[src/verilog/eac_pkg.sv]
// Purpose: Shared constants and types of the nonvolatile access controller
// Assumes: Core I/O addresses are six bits wide
// Notes: Programming times are counted in calibrated clock ticks
package eac_pkg;

  // I/O addresses
  localparam logic [5:0] ADDR_CTRL = 6'h1f;
  localparam logic [5:0] ADDR_DATA = 6'h20;
  localparam logic [5:0] ADDR_ADRL = 6'h21;
  localparam logic [5:0] ADDR_ADRH = 6'h22;

  // Control register fields
  localparam int CTL_RD_BIT = 0;
  localparam int CTL_PRG_BIT = 1;
  localparam int CTL_ARM_BIT = 2;
  localparam int CTL_IRQ_BIT = 3;
  localparam int CTL_MODE_LO = 4;
  localparam int CTL_MODE_HI = 5;
  localparam int ADDR_HI_BIT = 8;

  localparam int ADDR_W = 9;
  localparam int DATA_W = 8;
  localparam logic [DATA_W-1:0] DATA_RST = 8'h00;
  localparam logic [ADDR_W-1:0] ADDR_RST = 9'h000;
  localparam logic [DATA_W-1:0] READ_ZERO = 8'h00;

  typedef enum logic [1:0] {
    MODE_ATOMIC = 2'h0,
    MODE_ERASE = 2'h1,
    MODE_WRITE = 2'h2,
    MODE_RSVD = 2'h3
  } eac_mode_e;

  typedef enum logic {
    TMR_IDLE = 1'b0,
    TMR_RUN = 1'b1
  } eac_tmr_e;

  // Core cycle counts
  localparam int STALL_W = 3;
  localparam logic [STALL_W-1:0] ARM_CYCLES = 3'h4;
  localparam logic [STALL_W-1:0] PROG_STALL = 3'h2;
  localparam logic [STALL_W-1:0] READ_STALL = 3'h4;
  localparam logic [STALL_W-1:0] STALL_STEP = 3'h1;
  localparam logic [STALL_W-1:0] STALL_NONE = 3'h0;

  // Programming times
  localparam int CAL_CLK_KHZ = 8000;
  localparam int T_ATOMIC_US = 3400;
  localparam int T_SPLIT_US = 1800;
  localparam int KHZ_US_DIV = 1000;
  localparam int ATOMIC_TICKS_DEF = T_ATOMIC_US * CAL_CLK_KHZ / KHZ_US_DIV;
  localparam int SPLIT_TICKS_DEF = T_SPLIT_US * CAL_CLK_KHZ / KHZ_US_DIV;

  localparam int CNT_W = 16;
  typedef logic [CNT_W-1:0] eac_cnt_t;
  localparam eac_cnt_t CNT_ZERO = 16'h0000;
  localparam eac_cnt_t CNT_ONE = 16'h0001;

  function automatic logic mode_ok(input eac_mode_e m);
    mode_ok = (m != MODE_RSVD);
  endfunction

  function automatic logic mode_erases(input eac_mode_e m);
    mode_erases = (m == MODE_ATOMIC) || (m == MODE_ERASE);
  endfunction

  function automatic logic mode_writes(input eac_mode_e m);
    mode_writes = (m == MODE_ATOMIC) || (m == MODE_WRITE);
  endfunction

endpackage

[src/verilog/eac_ctl_if.sv]
// Purpose: Links the register logic with the arm window and the timer
// Assumes: All members are on mclk
// Notes: None
`timescale 1ns/1ps
interface eac_ctl_if;
  import eac_pkg::*;
  logic arm_set;
  logic arm_on;
  logic prog_start;
  eac_mode_e prog_mode;
  logic prog_busy;
  modport arm_mp(input arm_set, output arm_on);
  modport tmr_mp(input prog_start, input prog_mode, output prog_busy);
  modport ctl_mp(output arm_set, output prog_start, output prog_mode,
                 input arm_on, input prog_busy);
endinterface

[src/verilog/eac_arm_window.sv]
// Purpose: Master arm window that closes itself after a fixed count
// Assumes: arm_set is a one-cycle pulse from the register logic
// Notes: A new arm write restarts the window
`timescale 1ns/1ps
module eac_arm_window
  import eac_pkg::*;
(
  input wire logic mclk,
  input wire logic rst,
  eac_ctl_if.arm_mp aif
);

  logic [STALL_W-1:0] arm_cnt_ff;

  always_ff @(posedge mclk) begin
    if (rst) begin
      arm_cnt_ff <= STALL_NONE;
    end else if (aif.arm_set) begin
      arm_cnt_ff <= ARM_CYCLES;
    end else if (arm_cnt_ff != STALL_NONE) begin
      arm_cnt_ff <= arm_cnt_ff - STALL_STEP;
    end
  end

  assign aif.arm_on = (arm_cnt_ff != STALL_NONE);

  arm_hold_a: assert property (
    @(posedge mclk) disable iff (rst)
    aif.arm_set |=> aif.arm_on[*4]
  ) else $error("arm window shorter than four cycles");

  arm_clear_a: assert property (
    @(posedge mclk) disable iff (rst)
    (aif.arm_set ##1 (!aif.arm_set)[*4]) |=> !aif.arm_on
  ) else $error("arm bit not cleared after four cycles");

endmodule

[src/verilog/eac_prog_timer.sv]
// Purpose: Self-timed programming duration from the calibrated clock
// Assumes: cal_clk is well below half the mclk rate
// Notes: Only the power-on reset stops a running cycle
`timescale 1ns/1ps
module eac_prog_timer
  import eac_pkg::*;
#(
  parameter int ATOMIC_TICKS = ATOMIC_TICKS_DEF,
  parameter int SPLIT_TICKS = SPLIT_TICKS_DEF
)
(
  input wire logic mclk,
  input wire logic por_rst,
  input wire logic cal_clk,
  eac_ctl_if.tmr_mp tif
);

  logic cal_s1_ff;
  logic cal_s2_ff;
  logic cal_s3_ff;
  logic tick;
  eac_tmr_e state_ff;
  eac_cnt_t cnt_ff;

  function automatic eac_cnt_t ticks_of(input eac_mode_e m);
    ticks_of = (m == MODE_ATOMIC) ? eac_cnt_t'(ATOMIC_TICKS)
                                  : eac_cnt_t'(SPLIT_TICKS);
  endfunction

  always_ff @(posedge mclk) begin
    if (por_rst) begin
      cal_s1_ff <= 1'b0;
      cal_s2_ff <= 1'b0;
      cal_s3_ff <= 1'b0;
    end else begin
      cal_s1_ff <= cal_clk;
      cal_s2_ff <= cal_s1_ff;
      cal_s3_ff <= cal_s2_ff;
    end
  end

  assign tick = cal_s2_ff & ~cal_s3_ff;

  always_ff @(posedge mclk) begin
    if (por_rst) begin
      state_ff <= TMR_IDLE;
      cnt_ff <= CNT_ZERO;
    end else begin
      unique case (state_ff)
        TMR_IDLE: begin
          if (tif.prog_start) begin
            state_ff <= TMR_RUN;
            cnt_ff <= ticks_of(tif.prog_mode);
          end
        end
        TMR_RUN: begin
          if (tick) begin
            if (cnt_ff <= CNT_ONE) begin
              state_ff <= TMR_IDLE;
              cnt_ff <= CNT_ZERO;
            end else begin
              cnt_ff <= cnt_ff - CNT_ONE;
            end
          end
        end
      endcase
    end
  end

  assign tif.prog_busy = (state_ff == TMR_RUN);

  busy_start_a: assert property (
    @(posedge mclk) disable iff (por_rst)
    (tif.prog_start && !tif.prog_busy) |=> tif.prog_busy ##1 tif.prog_busy
  ) else $error("busy flag did not rise on start");

  busy_tick_a: assert property (
    @(posedge mclk) disable iff (por_rst)
    $fell(tif.prog_busy) |-> $past(tick) && ($past(cnt_ff) <= CNT_ONE)
  ) else $error("busy flag fell before the count ran out");

endmodule

[src/verilog/eac_nvm_ctrl.sv]
// Purpose: Core-side register logic of the byte EEPROM access controller
// Assumes: Array returns read data one cycle after arr_rd_ff
// Notes: por_rst clears all; rst spares a running programming cycle
// Operation
// - Mode field picks atomic, erase or write
// - Mode writes ignored while programming runs
// - Reset clears mode unless programming runs
// - Level ready interrupt when enabled and idle
// - Program strobe works only inside arm window
// - Arm bit self-clears after four cycles
// - Busy bit holds for whole programming time
// - Program start halts core two cycles
// - Read strobe loads data register three cycles later
// - Read strobe halts core four cycles
// - Busy refuses reads and address changes
// - Nine-bit linear address, high bits zero
// - Data register feeds writes, takes reads
// - Reset lets running programming finish
// - Control bits seven and six read zero
`timescale 1ns/1ps
module eac_nvm_ctrl
  import eac_pkg::*;
#(
  parameter int ATOMIC_TICKS = ATOMIC_TICKS_DEF,
  parameter int SPLIT_TICKS = SPLIT_TICKS_DEF
)
(
  input wire logic mclk,
  input wire logic rst,
  input wire logic por_rst,
  input wire logic [5:0] io_addr,
  input wire logic io_we,
  input wire logic io_re,
  input wire logic [DATA_W-1:0] io_wdata,
  output logic [DATA_W-1:0] io_rdata_ff,
  input wire logic core_gie,
  input wire logic cal_clk,
  output logic cpu_halt_ff,
  output logic ready_irq_ff,
  output logic [ADDR_W-1:0] arr_addr_ff,
  output logic [DATA_W-1:0] arr_wdata_ff,
  output logic arr_erase_ff,
  output logic arr_write_ff,
  output logic arr_rd_ff,
  input wire logic [DATA_W-1:0] arr_rdata
);

  eac_ctl_if cif();

  eac_mode_e mode_ff;
  eac_mode_e arr_mode_ff;
  logic irq_en_ff;
  logic [ADDR_W-1:0] addr_ff;
  logic [DATA_W-1:0] data_ff;
  logic rd_cap_ff;
  logic [STALL_W-1:0] stall_ff;
  logic busy;
  logic wr_ctl;
  logic wr_data;
  logic wr_adrl;
  logic wr_adrh;
  logic prog_req;
  logic rd_req;
  eac_mode_e wr_mode;

  eac_arm_window u_arm (
    .mclk(mclk),
    .rst(rst | por_rst),
    .aif(cif.arm_mp)
  );

  eac_prog_timer #(
    .ATOMIC_TICKS(ATOMIC_TICKS),
    .SPLIT_TICKS(SPLIT_TICKS)
  ) u_tmr (
    .mclk(mclk),
    .por_rst(por_rst),
    .cal_clk(cal_clk),
    .tif(cif.tmr_mp)
  );

  // Write decode
  assign busy = cif.prog_busy;
  assign wr_ctl = io_we && (io_addr == ADDR_CTRL);
  assign wr_data = io_we && (io_addr == ADDR_DATA);
  assign wr_adrl = io_we && (io_addr == ADDR_ADRL);
  assign wr_adrh = io_we && (io_addr == ADDR_ADRH);
  assign wr_mode = eac_mode_e'(io_wdata[CTL_MODE_HI:CTL_MODE_LO]);

  // Program start needs the open arm window and a legal mode
  assign prog_req = wr_ctl && io_wdata[CTL_PRG_BIT] && cif.arm_on
                    && !busy && mode_ok(wr_mode) && !rst;
  // Program wins if both strobes come in one byte
  assign rd_req = wr_ctl && io_wdata[CTL_RD_BIT] && !busy
                  && !prog_req && !rst;

  assign cif.arm_set = wr_ctl && io_wdata[CTL_ARM_BIT] && !rst;
  assign cif.prog_start = prog_req;
  assign cif.prog_mode = wr_mode;

  // Mode field
  always_ff @(posedge mclk) begin
    if (por_rst) begin
      mode_ff <= MODE_ATOMIC;
    end else if (busy) begin
      mode_ff <= mode_ff;
    end else if (rst) begin
      mode_ff <= MODE_ATOMIC;
    end else if (wr_ctl) begin
      mode_ff <= wr_mode;
    end
  end

  // Interrupt enable
  always_ff @(posedge mclk) begin
    if (rst || por_rst) begin
      irq_en_ff <= 1'b0;
    end else if (wr_ctl) begin
      irq_en_ff <= io_wdata[CTL_IRQ_BIT];
    end
  end

  // Address, frozen during programming
  always_ff @(posedge mclk) begin
    if (por_rst) begin
      addr_ff <= ADDR_RST;
    end else if (!busy && !rst) begin
      if (wr_adrl) begin
        addr_ff[DATA_W-1:0] <= io_wdata;
      end
      if (wr_adrh) begin
        addr_ff[ADDR_HI_BIT] <= io_wdata[0];
      end
    end
  end

  // Data register
  always_ff @(posedge mclk) begin
    if (rst || por_rst) begin
      data_ff <= DATA_RST;
    end else if (rd_cap_ff) begin
      data_ff <= arr_rdata;
    end else if (wr_data) begin
      data_ff <= io_wdata;
    end
  end

  // Array port, kept alive across rst for a running cycle
  always_ff @(posedge mclk) begin
    if (por_rst) begin
      arr_addr_ff <= ADDR_RST;
      arr_wdata_ff <= DATA_RST;
      arr_mode_ff <= MODE_ATOMIC;
    end else if (prog_req) begin
      arr_addr_ff <= addr_ff;
      arr_wdata_ff <= data_ff;
      arr_mode_ff <= wr_mode;
    end else if (rd_req) begin
      arr_addr_ff <= addr_ff;
    end
  end

  always_ff @(posedge mclk) begin
    if (por_rst) begin
      arr_erase_ff <= 1'b0;
      arr_write_ff <= 1'b0;
    end else begin
      arr_erase_ff <= busy && mode_erases(arr_mode_ff);
      arr_write_ff <= busy && mode_writes(arr_mode_ff);
    end
  end

  // Read strobe and capture
  always_ff @(posedge mclk) begin
    if (rst || por_rst) begin
      arr_rd_ff <= 1'b0;
      rd_cap_ff <= 1'b0;
    end else begin
      arr_rd_ff <= rd_req;
      rd_cap_ff <= arr_rd_ff;
    end
  end

  // Core halt
  always_ff @(posedge mclk) begin
    if (rst || por_rst) begin
      stall_ff <= STALL_NONE;
      cpu_halt_ff <= 1'b0;
    end else if (prog_req) begin
      stall_ff <= PROG_STALL - STALL_STEP;
      cpu_halt_ff <= 1'b1;
    end else if (rd_req) begin
      stall_ff <= READ_STALL - STALL_STEP;
      cpu_halt_ff <= 1'b1;
    end else if (stall_ff != STALL_NONE) begin
      stall_ff <= stall_ff - STALL_STEP;
      cpu_halt_ff <= 1'b1;
    end else begin
      cpu_halt_ff <= 1'b0;
    end
  end

  // Ready interrupt
  always_ff @(posedge mclk) begin
    if (rst || por_rst) begin
      ready_irq_ff <= 1'b0;
    end else begin
      ready_irq_ff <= irq_en_ff && core_gie && !busy;
    end
  end

  // Read data
  always_ff @(posedge mclk) begin
    if (rst || por_rst) begin
      io_rdata_ff <= READ_ZERO;
    end else if (io_re) begin
      io_rdata_ff <= READ_ZERO;
      unique case (io_addr)
        ADDR_CTRL: begin
          io_rdata_ff[CTL_MODE_HI:CTL_MODE_LO] <= mode_ff;
          io_rdata_ff[CTL_IRQ_BIT] <= irq_en_ff;
          io_rdata_ff[CTL_ARM_BIT] <= cif.arm_on;
          io_rdata_ff[CTL_PRG_BIT] <= busy;
        end
        ADDR_DATA: begin
          io_rdata_ff <= data_ff;
        end
        ADDR_ADRL: begin
          io_rdata_ff <= addr_ff[DATA_W-1:0];
        end
        ADDR_ADRH: begin
          io_rdata_ff[0] <= addr_ff[ADDR_HI_BIT];
        end
        default: begin
          io_rdata_ff <= READ_ZERO;
        end
      endcase
    end else begin
      io_rdata_ff <= READ_ZERO;
    end
  end

  mode_hold_a: assert property (
    @(posedge mclk) disable iff (por_rst)
    busy |=> (mode_ff == $past(mode_ff))
  ) else $error("mode changed while programming");

  mode_reset_a: assert property (
    @(posedge mclk) disable iff (por_rst)
    (rst && !busy) |=> (mode_ff == MODE_ATOMIC)
  ) else $error("mode not cleared by reset");

  irq_level_a: assert property (
    @(posedge mclk) disable iff (rst || por_rst)
    (irq_en_ff && core_gie && !busy)[*2] |-> ready_irq_ff
  ) else $error("ready interrupt missing");

  prog_arm_a: assert property (
    @(posedge mclk) disable iff (por_rst)
    $rose(busy) |-> $past(wr_ctl && io_wdata[CTL_PRG_BIT] && cif.arm_on)
  ) else $error("programming started without arm");

  prog_stall_a: assert property (
    @(posedge mclk) disable iff (rst || por_rst)
    prog_req |=> cpu_halt_ff[*2] ##1 !cpu_halt_ff
  ) else $error("program halt not two cycles");

  read_stall_a: assert property (
    @(posedge mclk) disable iff (rst || por_rst)
    rd_req |=> cpu_halt_ff[*4] ##1 !cpu_halt_ff
  ) else $error("read halt not four cycles");

  read_data_a: assert property (
    @(posedge mclk) disable iff (rst || por_rst)
    rd_req |-> ##3 (data_ff == $past(arr_rdata))
  ) else $error("read byte not captured");

  addr_lock_a: assert property (
    @(posedge mclk) disable iff (por_rst)
    busy |=> (addr_ff == $past(addr_ff)) && !arr_rd_ff
  ) else $error("address or read not blocked");

  ctl_rsvd_a: assert property (
    @(posedge mclk) disable iff (rst || por_rst)
    (io_re && io_addr == ADDR_CTRL) |=> (io_rdata_ff[7:6] == 2'b00)
  ) else $error("reserved control bits not zero");

  irq_busy_a: assert property (
    @(posedge mclk) disable iff (por_rst)
    busy |=> !ready_irq_ff
  ) else $error("ready interrupt raised while busy");

  adrh_zero_a: assert property (
    @(posedge mclk) disable iff (rst || por_rst)
    (io_re && io_addr == ADDR_ADRH) |=> (io_rdata_ff[DATA_W-1:1] == '0)
  ) else $error("unused address bits not zero");

  arr_load_a: assert property (
    @(posedge mclk) disable iff (por_rst)
    prog_req |=> (arr_addr_ff == $past(addr_ff))
             && (arr_wdata_ff == $past(data_ff))
  ) else $error("array port not loaded at start");

endmodule

[config.mk]
export PLATFORM = sky130hd
export DESIGN_NAME = eac_nvm_ctrl
export DESIGN_NICKNAME = d
export VERILOG_FILES = /design/src/verilog/eac_pkg.sv /design/src/verilog/eac_ctl_if.sv /design/src/verilog/eac_arm_window.sv /design/src/verilog/eac_prog_timer.sv /design/src/verilog/eac_nvm_ctrl.sv
export SDC_FILE = /design/constraint.sdc
export NUM_CORES = 1
export LEC_CHECK = 0
export BUFFER_PORTS_ARGS = -buffer_cell sky130_fd_sc_hd__buf_4
export CAP_MARGIN = 40
export CORE_ASPECT_RATIO = 1.5
export CORE_MARGIN = 2
export CORE_UTILIZATION = 50
export CTS_CLUSTER_DIAMETER = 80
export DETAILED_ROUTE_END_ITERATION = 7
export PLACE_DENSITY = 0.75
export REMOVE_ABC_BUFFERS = 1
export SETUP_SLACK_MARGIN = 0.3
export SYNTH_ARGS = -nofsm -noshare
export SYNTH_HDL_FRONTEND = slang
export SYNTH_SLANG_ARGS = --single-unit
[constraint.sdc]
create_clock -name mclk -period 1.69 [get_ports mclk]
set_input_delay 0.0845 -clock mclk [delete_from_list [all_inputs] [get_ports mclk]]
set_output_delay 0.0845 -clock mclk [all_outputs]
set_load 0.05 [all_outputs]
==> qor.yml <==
p_switching_mw: 0.885
synth_top_family_by_area: "simple AND/OR/NAND/NOR gates"
synthArstFlopShare_pct: 0
firstDrtPassIters: 5
hold_start: "arr_rdata[3]"
ant_nets: 0
area_delta_synth_final_pct: 52.3
fin_crit_ns: 1.84
pwr_density_cell_mw_per_mm2: 652
violations: "negative setup slack"
clock-root-buffer: "clkbuf_8"
synth-compound-area-share_pct: 13.2
tightest_slew_ns: 0.573
intPower_mw: 2.67
antenna_cells: 0
clkSlewWorstSetupHoldPaths_ns: 0.09
slew_headroom_pct: 61.5
cts_tree: "built"
arrival_ns: 2.08
rsz0062_at_grt: "true"
clkPwrFrac_pct: 40.8
ioPinCount: 59
syn_avg_cell_area_um2: 8.72
skew_ns: 0.0157
grt.total_usage_pct: 29.0
grt_overflow: 0
grt_max_degree: 20
synth-simple-area-share_pct: 25.1
critPathRequiredTime_ns: 1.93
vias: 3714
grt_antenna_before_repair: 0
drive_gt1_share_pct: 45.2
r2r-start: "u_tmr.cnt_ff[4]$_SDFFE_PP0P_"
fmax_mhz: 544
cellLeakagePower_nw: 2.25
cp_max_fo: 6
outcome: "complete, but fails checks"
final.setup.worst_slack_ns: -0.149
clockBufferDepth: 2
synth_xor_area_share_pct: 0.733
yosysWarnings: 0
routedWlPerCell_um: 18.9
setup_viol: 10
swShare_pct: 24.9
startpoint_type: "register"
htree_levels: 3
hold_violations: 0
ir_drop_mv: 0.713
coreArea_mm2: 0.00690
min_path_type: "input pin to register"
place_congestion: 0.879
route.detailed.drc: 0
yosysUniqueCellTypes: 53
drt_iter0_drc: 243
crit_start: "u_tmr.cnt_ff[4]$_SDFFE_PP0P_"
row_count: 37
grt_pass1_vias: 3740
port_buffers: 58
period_share_pct: 109
slew_violations: 0
cp-end-kind: "register"
synthMuxAreaShare_pct: 10.1
final_nets: 583
dp_slack_ns: -0.379
cts_made_buffers: 9
start_util_pct: 51.9
maxCapViolCount: 0
synthFlopType: "dfxtp_1"
synthCells: 411
clkLatencyLatePin_ns: 0.36
synth_fa_ha_area_share_pct: 2.10
via_per_inst: 5.89
synth_edf_count: 0
pwr-share-comb_pct: 6.6
critPathKind: "register to register"
dieWidth_um: 73.1
die_y_um: 108
dieArea_mm2: 0.00787
grt_pass1_wl_um: 17400
ys_seq_elements: 79
synth_seq_area_share_pct: 44.1
p_total_mw: 3.56
detailed_place_hpwl_um: 7270
seqPwrFrac_pct: 52.6
syn-cell-area_mm2: 0.00358
wl_um: 11900
clock-sinks: 79
==> worst paths after layout <==
| kind | to | slack [ns] | depth (start not counted) |
|---|---|---|---|
| worst min register to register | arr_write_ff$_SDFF_PP0_ | 0.44 | 1 |
| worst max-delay path | u_tmr.cnt_ff[2]$_SDFFE_PP0P_ | -0.15 | 6 |
| worst min-delay path | data_ff[3]$_SDFFE_PP0P_ | 0.005 | 3 |
| worst max register to register | u_tmr.cnt_ff[2]$_SDFFE_PP0P_ | -0.15 | 6 |
==> metrics by stage <==
| stage | setup TNS (ns) | cells | util [%] | hold WS (ns) | area, um^2 |
|---|---|---|---|---|---|
| 4_1_cts | -0.284 | 621 | 74.5 | 0.00133 | 5140 |
| 2_1_floorplan | -2.80 | 390 | - | 0.154 | 3450 |
| 5_1_grt | -1.52 | 631 | 79.1 | -0.00831 | 5450 |
| 3_3_place_gp | -0.539 | 586 | 64.9 | 0.301 | 4470 |
| 3_5_place_dp | -1.64 | 586 | 64.9 | 0.320 | 4470 |
| 6_report | -0.698 | 631 | 79.1 | 0.00549 | 5450 |
==> worst max-delay path, cell delays in order (launching register included) <==
cell and delay (ns):
dfxtp_2 0.32, or3_4 0.44, nor4_4 0.31, buf_4 0.22, a211oi_1 0.15, o21ai_1 0.19, a21oi_1 0.09
==> layout make-up <==
cell class,instances,area (um^2)
multi-input combinational,301,2220
inverter,10,37.5
clock buffer,9,124
sequential,79,1590
fill,407,1440
tap,78,97.6
timing repair buffer,147,1310
clock inverter,7,77.6
==> layer usage <==
layer	track usage (%)	up-vias	wire length (um)
met4	15.5	0	434
met2	51.3	165	6490
li1	-	1715	-
met1	31.1	1792	4420
met5	0	-	0
met3	6.46	42	573
==> cells in the mapped netlist (6+ instances only) <==
| cell type | number | area share (%) |
|---|---|---|
| a211oi_1 | 10 | 2.1 |
| a21oi_1 | 39 | 5.4 |
| clkbuf_1 | 10 | 1.0 |
| dfxtp_1 | 79 | 44 |
| ha_1 | 6 | 2.1 |
| inv_1 | 10 | 1.0 |
| mux2i_1 | 36 | 10 |
| nand2_1 | 42 | 4.4 |
| nand3_1 | 18 | 2.5 |
| nor2_1 | 62 | 6.5 |
| nor3_1 | 12 | 1.7 |
| o21ai_0 | 7 | 0.98 |
==> power groups by stage <==
stage / clock network [mW] / registers [mW] / logic [mW]
5_1_grt: 1.54 / 1.87 / 0.248
6_report: 1.45 / 1.87 / 0.235
3_3_place_gp: 0 / 1.91 / 0.178
4_1_cts: 1.46 / 1.87 / 0.216
2_1_floorplan: 0 / 1.91 / 0.0539
3_5_place_dp: 0 / 1.91 / 0.181
==> flip-flops by register name (all words and copies together) (netlist names), 2 cells and up <==
register          flops
addr_ff               9
arr_addr_ff           9
arr_mode_ff           2
arr_wdata_ff          8
data_ff               8
io_rdata_ff           8
mode_ff               2
stall_ff              3
u_arm.arm_cnt_ff      3
u_tmr.cnt_ff         16
==> what timing repair did <==
action,4_1_cts,5_1_grt
buffers inserted,10,9
endpoints found under the hold margin,8,0
gates cloned,1,1
resized for setup,84,50
pin swaps,43,35
setup endpoints to repair,48,56
hold buffers,8,0
==> cells in the final DEF (no fill, tap or decap), types with 4 or more instances in the layout <==
cell,netlist,final
dlygate4sd3_1,0,8
o21ai_1,0,4
a211oi_1,10,9
or3_4,2,4
clkbuf_8,3,9
mux2i_1,36,34
a21oi_2,0,15
inv_1,10,8
nand3_2,0,5
buf_12,0,6
dfxtp_2,0,6
nor2b_1,5,4
buf_4,1,112
a31oi_1,5,5
nand2_4,0,11
a21oi_1,39,24
ha_1,6,4
dfxtp_1,79,73
nand2b_1,5,4
nor2_2,1,5
nand3_1,18,12
buf_6,1,18
nand2_2,0,12
nand2_1,42,19
nand4_1,5,5
nor3_1,12,9
nor2_1,62,55
==> kinds of logic (layout without fill, tap and decap cells) <==
logic type	count (synthesis)	count (layout)
AND/OR/NAND/NOR	179	179
adder cells (fa/ha/maj)	6	6
multiplexers	36	36
AO/OA/AOI/OAI	77	77
flip-flops	79	79
buffers and inverters	31	173
XOR/XNOR	3	3
Power figures use the tool's default switching activity.
